$ cat src/shared/pcd_pkg.sv
// Purpose: Shared constants for the pin change detect block.
// Assumes: AHB-Lite register access with 32-bit aligned words.
// Notes:   Port index order is A, B, C, E.
package pcd_pkg;
  localparam int NUM_PORTS = 4;
  localparam int PORT_W    = 8;
  localparam int ADDR_W    = 8;

  // Per-port register sets; port p sits at base plus p times stride.
  localparam logic [7:0] RISE_BASE   = 8'h00;
  localparam logic [7:0] FALL_BASE   = 8'h10;
  localparam logic [7:0] FLAGS_BASE  = 8'h20;
  localparam logic [7:0] PORT_STRIDE = 8'h04;
  localparam logic [7:0] CTRL_ADDR   = 8'h30;
  localparam logic [7:0] STATUS_ADDR = 8'h34;
  localparam logic [7:0] IRQ_EN_ADDR = 8'h38;
  localparam logic [7:0] IRQ_CLR_ADDR = 8'h3C;

  // Implemented bits per port: A, B, C full, E only bit 3.
  localparam logic [7:0] PORT_MASK [NUM_PORTS] = '{8'hFF, 8'hFF, 8'hFF, 8'h08};

  localparam logic [7:0] REG_RESET  = 8'h00;
  localparam int CTRL_MASTER_BIT    = 0;
  localparam int CTRL_SLEEP_BIT     = 1;
  localparam int STATUS_SUMMARY_BIT = 0;
  localparam int EVT_EDGE_BIT       = 0;
  localparam int EVT_WAKE_BIT       = 1;
  localparam int EVT_W              = 2;

  localparam logic [1:0] HTRANS_NONSEQ = 2'h2;
  localparam logic [1:0] HTRANS_SEQ    = 2'h3;
endpackage

$ cat src/logic/pcd_sync_edge.sv
// Purpose: Two-flop synchroniser and edge detector for a group of pins.
// Assumes: Pins are asynchronous to hclk.
// Notes:   The first flop feeds only the second one.
module pcd_sync_edge #(
  parameter int WIDTH = 8
) (
  // Clock and reset
  input  wire logic             hclk,
  input  wire logic             hresetn,
  // Pins and edges
  input  wire logic [WIDTH-1:0] pin_in,
  output logic      [WIDTH-1:0] rise_pulse,
  output logic      [WIDTH-1:0] fall_pulse
);
  logic [WIDTH-1:0] meta_reg;
  logic [WIDTH-1:0] sync_reg;
  logic [WIDTH-1:0] prev_reg;

  always_ff @(posedge hclk or negedge hresetn) begin
    if (!hresetn) begin
      meta_reg <= '0;
      sync_reg <= '0;
      prev_reg <= '0;
    end else begin
      meta_reg <= pin_in;
      sync_reg <= meta_reg;
      prev_reg <= sync_reg;
    end
  end

  // Edges compare the settled sample with the one before it.
  assign rise_pulse = sync_reg & ~prev_reg;
  assign fall_pulse = ~sync_reg & prev_reg;
endmodule

$ cat src/logic/pcd_port_flags.sv
// Purpose: Edge enables and sticky flags for one port.
// Assumes: Writes arrive as one-cycle strobes with data.
// Notes:   Unimplemented bits are held at zero by the mask.
module pcd_port_flags #(
  parameter logic [7:0] MASK = 8'hFF
) (
  // Clock and reset
  input  wire logic       hclk,
  input  wire logic       hresetn,
  // Edges
  input  wire logic [7:0] rise_pulse,
  input  wire logic [7:0] fall_pulse,
  // Register writes
  input  wire logic [7:0] wdata,
  input  wire logic       rise_we,
  input  wire logic       fall_we,
  input  wire logic       flags_we,
  // Register state
  output logic      [7:0] rise_en_reg,
  output logic      [7:0] fall_en_reg,
  output logic      [7:0] flags_reg
);
  logic [7:0] hit;
  logic [7:0] flags_next;

  // Each edge is qualified by its own enable; both may be set.
  assign hit = ((rise_pulse & rise_en_reg) | (fall_pulse & fall_en_reg)) & MASK;
  // Writing zero clears, but a same-cycle edge keeps the flag.
  assign flags_next = (flags_we ? (wdata & MASK) : flags_reg) | hit;

  always_ff @(posedge hclk or negedge hresetn) begin
    if (!hresetn) begin
      rise_en_reg <= pcd_pkg::REG_RESET;
      fall_en_reg <= pcd_pkg::REG_RESET;
      flags_reg   <= pcd_pkg::REG_RESET;
    end else begin
      if (rise_we) rise_en_reg <= wdata & MASK;
      if (fall_we) fall_en_reg <= wdata & MASK;
      flags_reg <= flags_next;
    end
  end
endmodule

$ cat src/logic/pcd_top.sv
// Purpose: Pin change detect interrupt unit with an AHB-Lite register slave.
// Assumes: hclk at 20 MHz; pins asynchronous; single word transfers.
// Notes:   Register reads answer with zero wait states and OKAY.
// Functional notes
// - Every pin of ports A, B and C, and pin 3 of port E, can be enabled on its own to raise the change interrupt.
// - With the master enable clear, flags still set but change_irq is not raised; block_irq still follows status and its enable.
// - A rising edge is seen only when the pin's rise enable bit is one.
// - A falling edge is seen only when the pin's fall enable bit is one.
// - With both enables set, either edge flags the pin.
// - An enabled edge sets the pin flag and interrupts when the master enable is set.
// - The summary flag is one while any pin flag is set, and is read only.
// - Writing zero to a flag bit clears it.
// - An edge in the same cycle as a flag write leaves that flag set.
// - A change event wakes the device from sleep when the master enable is set.
// - An edge during sleep sets its flag before the core resumes.
// - Edge enable registers are eight bits, read and write, zero after reset.
// - Flags are read and write, set by hardware, zero after reset.
// - Port E implements only bit 3 in its three registers; others read zero.
// - Register sets exist for ports A, B, C and E.
//
// Added by the designer: the AHB-Lite slave port and the register offsets.
module pcd_top (
  // Clock and reset
  input  wire logic        hclk,
  input  wire logic        hresetn,
  // AHB-Lite slave
  input  wire logic        hsel,
  input  wire logic [31:0] haddr,
  input  wire logic [1:0]  htrans,
  input  wire logic        hwrite,
  input  wire logic [2:0]  hsize,
  input  wire logic [31:0] hwdata,
  input  wire logic        hready,
  output logic             hreadyout,
  output logic             hresp,
  output logic      [31:0] hrdata,
  // Port pins A, B, C, E
  input  wire logic [7:0]  pin_a,
  input  wire logic [7:0]  pin_b,
  input  wire logic [7:0]  pin_c,
  input  wire logic [7:0]  pin_e,
  // Core side
  output logic             change_irq,
  output logic             wake_req,
  output logic             change_irq_summary_flag,
  output logic             block_irq
);
  localparam int NP = pcd_pkg::NUM_PORTS;

  logic [7:0] pins   [NP];
  logic [7:0] rise_p [NP];
  logic [7:0] fall_p [NP];
  logic [7:0] rise_en[NP];
  logic [7:0] fall_en[NP];
  logic [7:0] flags  [NP];
  logic [NP-1:0] rise_we;
  logic [NP-1:0] fall_we;
  logic [NP-1:0] flags_we;

  assign pins[0] = pin_a;
  assign pins[1] = pin_b;
  assign pins[2] = pin_c;
  assign pins[3] = pin_e;

  // Bus address phase capture.
  logic       wr_pend_reg;
  logic [7:0] waddr_reg;
  logic       master_en_reg;
  logic       sleep_reg;
  logic [pcd_pkg::EVT_W-1:0] irq_status_reg;
  logic [pcd_pkg::EVT_W-1:0] irq_status_next;
  logic [pcd_pkg::EVT_W-1:0] irq_en_reg;
  logic [31:0] rdata_next;
  logic [7:0]  wbyte;
  logic        addr_phase;
  logic        any_flag;
  logic        any_hit;
  logic        wake_evt;
  logic        ctrl_we;
  logic        irq_en_we;
  logic        irq_clr_we;
  logic [7:0]  raddr;

  assign addr_phase = hsel & hready & (htrans == pcd_pkg::HTRANS_NONSEQ ||
                                       htrans == pcd_pkg::HTRANS_SEQ);
  assign raddr = haddr[7:0];
  assign wbyte = hwdata[7:0];

  function automatic logic [7:0] port_addr(input logic [7:0] base, input int p);
    port_addr = base + 8'(p) * pcd_pkg::PORT_STRIDE;
  endfunction

  function automatic logic hit_addr(input logic [7:0] a, input logic [7:0] target);
    hit_addr = (a == target);
  endfunction

  // Every port gets a synchroniser and its own flag set.
  for (genvar p = 0; p < NP; p++) begin : g_port
    pcd_sync_edge #(.WIDTH(pcd_pkg::PORT_W)) u_sync (
      .hclk       (hclk),
      .hresetn    (hresetn),
      .pin_in     (pins[p]),
      .rise_pulse (rise_p[p]),
      .fall_pulse (fall_p[p])
    );
    assign rise_we[p]  = wr_pend_reg & hit_addr(waddr_reg, port_addr(pcd_pkg::RISE_BASE, p));
    assign fall_we[p]  = wr_pend_reg & hit_addr(waddr_reg, port_addr(pcd_pkg::FALL_BASE, p));
    assign flags_we[p] = wr_pend_reg & hit_addr(waddr_reg, port_addr(pcd_pkg::FLAGS_BASE, p));
    pcd_port_flags #(.MASK(pcd_pkg::PORT_MASK[p])) u_flags (
      .hclk        (hclk),
      .hresetn     (hresetn),
      .rise_pulse  (rise_p[p]),
      .fall_pulse  (fall_p[p]),
      .wdata       (wbyte),
      .rise_we     (rise_we[p]),
      .fall_we     (fall_we[p]),
      .flags_we    (flags_we[p]),
      .rise_en_reg (rise_en[p]),
      .fall_en_reg (fall_en[p]),
      .flags_reg   (flags[p])
    );
  end

  // Summary is a live OR of all flags, never stored.
  always_comb begin
    any_flag = 1'b0;
    any_hit  = 1'b0;
    for (int p = 0; p < NP; p++) begin
      any_flag = any_flag | (|flags[p]);
      any_hit  = any_hit | (|(((rise_p[p] & rise_en[p]) | (fall_p[p] & fall_en[p]))
                               & pcd_pkg::PORT_MASK[p]));
    end
  end
  assign change_irq_summary_flag = any_flag;

  // Master enable gates only the request, not the flags.
  assign change_irq = master_en_reg & any_flag;
  // Flags update in the edge cycle, so they are set before wake is seen.
  assign wake_req = sleep_reg & master_en_reg & any_flag;
  assign wake_evt = wake_req;

  assign ctrl_we    = wr_pend_reg & hit_addr(waddr_reg, pcd_pkg::CTRL_ADDR);
  assign irq_en_we  = wr_pend_reg & hit_addr(waddr_reg, pcd_pkg::IRQ_EN_ADDR);
  assign irq_clr_we = wr_pend_reg & hit_addr(waddr_reg, pcd_pkg::IRQ_CLR_ADDR);

  // Set beats clear, so an event in the clear cycle survives.
  always_comb begin
    irq_status_next = irq_status_reg;
    if (irq_clr_we) begin
      irq_status_next = irq_status_reg & ~hwdata[pcd_pkg::EVT_W-1:0];
    end
    if (any_hit) begin
      irq_status_next[pcd_pkg::EVT_EDGE_BIT] = 1'b1;
    end
    if (wake_evt) begin
      irq_status_next[pcd_pkg::EVT_WAKE_BIT] = 1'b1;
    end
  end
  assign block_irq = |(irq_status_reg & irq_en_reg);

  // Read mux; unmapped addresses read zero.
  always_comb begin
    rdata_next = '0;
    for (int p = 0; p < NP; p++) begin
      if (hit_addr(raddr, port_addr(pcd_pkg::RISE_BASE, p)))  rdata_next[7:0] = rise_en[p];
      if (hit_addr(raddr, port_addr(pcd_pkg::FALL_BASE, p)))  rdata_next[7:0] = fall_en[p];
      if (hit_addr(raddr, port_addr(pcd_pkg::FLAGS_BASE, p))) rdata_next[7:0] = flags[p];
    end
    if (hit_addr(raddr, pcd_pkg::CTRL_ADDR)) begin
      rdata_next[pcd_pkg::CTRL_MASTER_BIT] = master_en_reg;
      rdata_next[pcd_pkg::CTRL_SLEEP_BIT]  = sleep_reg;
    end
    if (hit_addr(raddr, pcd_pkg::STATUS_ADDR)) begin
      rdata_next[pcd_pkg::EVT_W-1:0] = irq_status_reg;
    end
    if (hit_addr(raddr, pcd_pkg::IRQ_EN_ADDR)) begin
      rdata_next[pcd_pkg::EVT_W-1:0] = irq_en_reg;
    end
  end

  assign hreadyout = 1'b1;
  assign hresp     = 1'b0;

  always_ff @(posedge hclk or negedge hresetn) begin
    if (!hresetn) begin
      wr_pend_reg <= 1'b0;
      waddr_reg   <= '0;
      hrdata      <= '0;
    end else begin
      wr_pend_reg <= addr_phase & hwrite;
      if (addr_phase) waddr_reg <= raddr;
      if (addr_phase & ~hwrite) hrdata <= rdata_next;
    end
  end

  // Sleep clears itself on wake so the core resumes once.
  always_ff @(posedge hclk or negedge hresetn) begin
    if (!hresetn) begin
      master_en_reg  <= 1'b0;
      sleep_reg      <= 1'b0;
      irq_status_reg <= '0;
      irq_en_reg     <= '0;
    end else begin
      irq_status_reg <= irq_status_next;
      if (irq_en_we) irq_en_reg <= hwdata[pcd_pkg::EVT_W-1:0];
      if (ctrl_we) begin
        master_en_reg <= hwdata[pcd_pkg::CTRL_MASTER_BIT];
        sleep_reg     <= hwdata[pcd_pkg::CTRL_SLEEP_BIT];
      end else if (wake_evt) begin
        sleep_reg <= 1'b0;
      end
    end
  end
endmodule

$ cat config.mk
export PLATFORM = sky130hd
export DESIGN_NAME = pcd_top
export DESIGN_NICKNAME = d
export VERILOG_FILES = /design/src/shared/pcd_pkg.sv /design/src/logic/pcd_sync_edge.sv /design/src/logic/pcd_port_flags.sv /design/src/logic/pcd_top.sv
export SDC_FILE = /design/constraint.sdc
export NUM_CORES = 1
export LEC_CHECK = 0
export BUFFER_PORTS_ARGS = -buffer_cell sky130_fd_sc_hd__buf_2
export CAP_MARGIN = 20
export CORE_MARGIN = 2
export CORE_UTILIZATION = 55
export CTS_CLUSTER_SIZE = 14
export DETAILED_ROUTE_END_ITERATION = 10
export GPL_ROUTABILITY_DRIVEN = 0
export HOLD_SLACK_MARGIN = 0.12
export PLACE_DENSITY = 0.76
export SYNTH_ARGS = -nofsm -noshare
export SYNTH_HDL_FRONTEND = slang
export SYNTH_SLANG_ARGS = --single-unit
$ cat constraint.sdc
create_clock -name hclk -period 2.5 [get_ports hclk]
set_clock_uncertainty 0.15 [all_clocks]
set_input_delay 0.5 -clock hclk [delete_from_list [all_inputs] [get_ports hclk]]
set_output_delay 0.5 -clock hclk [all_outputs]
set_load 0.05 [all_outputs]
==> run summary <==
• clock period minus final worst setup slack: 2.52 ns
• failing checks: negative setup slack
• largest net degree at the start of global routing: 61
• Fin. Hold Viols: 0
• Netlist cell types: 50
• number of buffers on the longest clock path: 2
• result of the run: finished, violations left
• height of the die: 121 microns
• iteration-0 DRC count of the detailed router: 571
• number of inserted diodes: 0
• nets: 845
• per-cell routed wire length: 20.1 microns
• P_leak: 3.74 nW
• final worst slack: -0.0175 ns
• VDD IR max: 0.000492 V
• initial cell density of the core: 56.4%
• endpoints failing setup: 2
• clock tree sinks: 173
• synthesis-stage register bit count: 173
• Yosys warning count: 0
• count of placed standard cells including taps: 866
• Cell Rows: 42
• sequential element share of the synthesized area: 57.9%
• CP Data Required Time: 1.85 ns
• number of cells produced by synthesis: 627
• fraction of registers with async set/reset: 100%
• post-DP HPWL: 13.0 mm
• area inside the core boundary: 13200 sq um
• fraction of the cycle the final worst path needs: 101%
• antenna violations before repair: 0
• Worst-path clk slew: 0.07 ns
• signed area change from the synthesized netlist to the final layout: 20.3%
• RSZ-0062 raised after global routing: true
• depth of the worst register-to-register path: 5
• worst-path fanout max: 2
• total area of multi-input combinational cells: 2920 sq um
• highest clock rate: 397 MHz
• TritonCTS clock tree: built
• actual transition at the worst max-transition pin: 0.694 ns
• Clock Latency Late Sink: 0.44 ns
• Final TNS setup: -0.0224 ns
• total track usage: 27.4%
• CP Class: reg -> out
• final slew viol count: 0
• FF-to-FF End: g_port[0].u_flags.fall_en_reg[4]$_DFFE_PN0P_
• number of DRC violations after detailed routing: 0
• Worst Setup Start Kind: register
• vias after detailed routing: 5575
• detailed-route vias per instance: 6.01
• global-route wire length before repair: 30.0 mm
• worst setup path startpoint: g_port[0].u_flags.flags_reg[4]$_DFF_PN0_
• number of CTS-inserted buffers: 17
• # IOs: 144
• dominant synthesized flop cell: dfrtp_1
• Critical Path Sink: change_irq_summary_flag
• number of global-route vias before repair: 5573
• area used by sequential logic in the layout: 4330 sq um
• Routed WL: 18.7 mm
• final cell count without fillers: 928
• share of the core filled with cells: 67.9%
• I/O Buffers: 58
• Pwr Total: 0.00634 W
• number of synthesized flops with an enable pin: 0
• Rel. slew slack: 53.3%
• share of post-route cells with drive strength above 1: 27.9%
• Worst Setup End Kind: output port
• Final ANT Viol Nets: 0
• per-instance average area after synthesis: 11.9 sq um
• worst path arrival time: 1.87 ns
• Die W: 121 microns
• post-synthesis instance area: 7470 sq um
• number of inserted filler cells in the final layout: 956
• Register-to-Register Setup Slack: 0.38 ns
• first-pass iteration count of the detailed router: 7
• launch point of the worst reg-to-reg path: waddr_reg[1]$_DFFE_PN0P_
• path category of the worst min-delay check: in -> reg
• buffer type at the clock tree root: clkbuf_16
• Die ar.: 14500 sq um
• number of H-tree branching levels: 4
• power density relative to cell area: 705 nW/um^2
• leftover overflow at the end of global routing: 0
• number of max-capacitance violations reported: 0
cell usage after synthesis (all sizes together) (8+ instances only):
master,n,share of area [%]
nor4,13,1.2
nand3,8,0.54
a22o,9,1.1
nor2,24,1.2
mux2,62,9.3
o21ai,42,2.8
nand3b,29,2.9
dfrtp,173,58
nor3,18,1.3
a22oi,12,1.2
o22ai,10,0.84
buf,41,3.8
nand2,45,2.3
clkbuf,13,0.65
mux2i,8,1.1
a211o,25,2.9
nor2b,26,2.2
worst min-delay path by stage:
stage | start | to | slack [ns] | depth (start not counted)
floorplan | hresetn | g_port[0].u_flags.fall_en_reg[0]$_DFFE_PN0P_ | 0.05 | 0
global placement | g_port[1].u_sync.meta_reg[4]$_DFF_PN0_ | g_port[1].u_sync.sync_reg[4]$_DFF_PN0_ | 0.18 | 0
detailed placement | g_port[2].u_sync.meta_reg[2]$_DFF_PN0_ | g_port[2].u_sync.sync_reg[2]$_DFF_PN0_ | 0.19 | 0
CTS | hwrite | wr_pend_reg$_DFF_PN0_ | 0.15 | 3
global route | hwrite | wr_pend_reg$_DFF_PN0_ | 0.16 | 3
finish | hwrite | wr_pend_reg$_DFF_PN0_ | 0.16 | 3
stage by stage:
stage               worst slack (ns)  hold slack, ns  area (sq um)
floorplan                      0.280          0.0544          7560
global route                 -0.0600           0.164          8990
finish                       -0.0175           0.163          8990
detailed placement             0.110           0.186          8070
CTS                          -0.0232           0.147          8970
global placement               0.164           0.182          8070
cells in the final DEF (no fill, tap or decap), drive strengths merged, types with 21 or more instances in the layout:
cell type	count
dfrtp	173
buf	97
mux2	62
nand2	45
o21ai	42
nand3b	29
nor2b	26
conb	26
dlygate4sd3	26
a211o	25
nor2	24
clkbuf	21
what timing repair did:
action,in CTS,in global routing
pin swaps,4,0
endpoints found under the hold margin,81,0
hold buffers,26,0
setup endpoints to repair,3,3
resized for setup,10,2
buffers inserted,3,1
power breakdown:
part,switching [W],internal [W],leakage (nW)
Combinational,0.000413,0.000264,1.51
Sequential,0.000130,0.00297,1.96
Clock,0.00111,0.00146,0.278
critical path, stage by stage (launching register included):
cell	delay, ns
dfrtp_1	0.39
nor4_2	0.32
nand4_1	0.18
or2_2	0.37
buf_6	0.17
routing by layer:
metal | vias to the layer above | track usage [%] | wire length (microns)
met2 | 282 | 43.9 | 8930
met5 | - | 0 | 0
met4 | 0 | 12.5 | 656
met1 | 2770 | 35.6 | 7660
li1 | 2472 | - | -
met3 | 51 | 6.56 | 1420
layout make-up:
type                    instances  area share (%)
flip-flops and latches        173            48.1
well taps                     176            2.45
clock buffers                  21            5.23
repair buffers                123            10.4
inverters                       3           0.125
multi-input cells             421            32.4
clock inverters                11            1.21
cell families after synthesis:
| group | synth area share (%) |
|---|---|
| compound gates | 12.3 |
| flops | 57.9 |
| mux | 10.4 |
| simple gates | 14.7 |
| buf+inv | 4.59 |
| other cells | 0.101 |
Power figures use the tool's default switching activity.
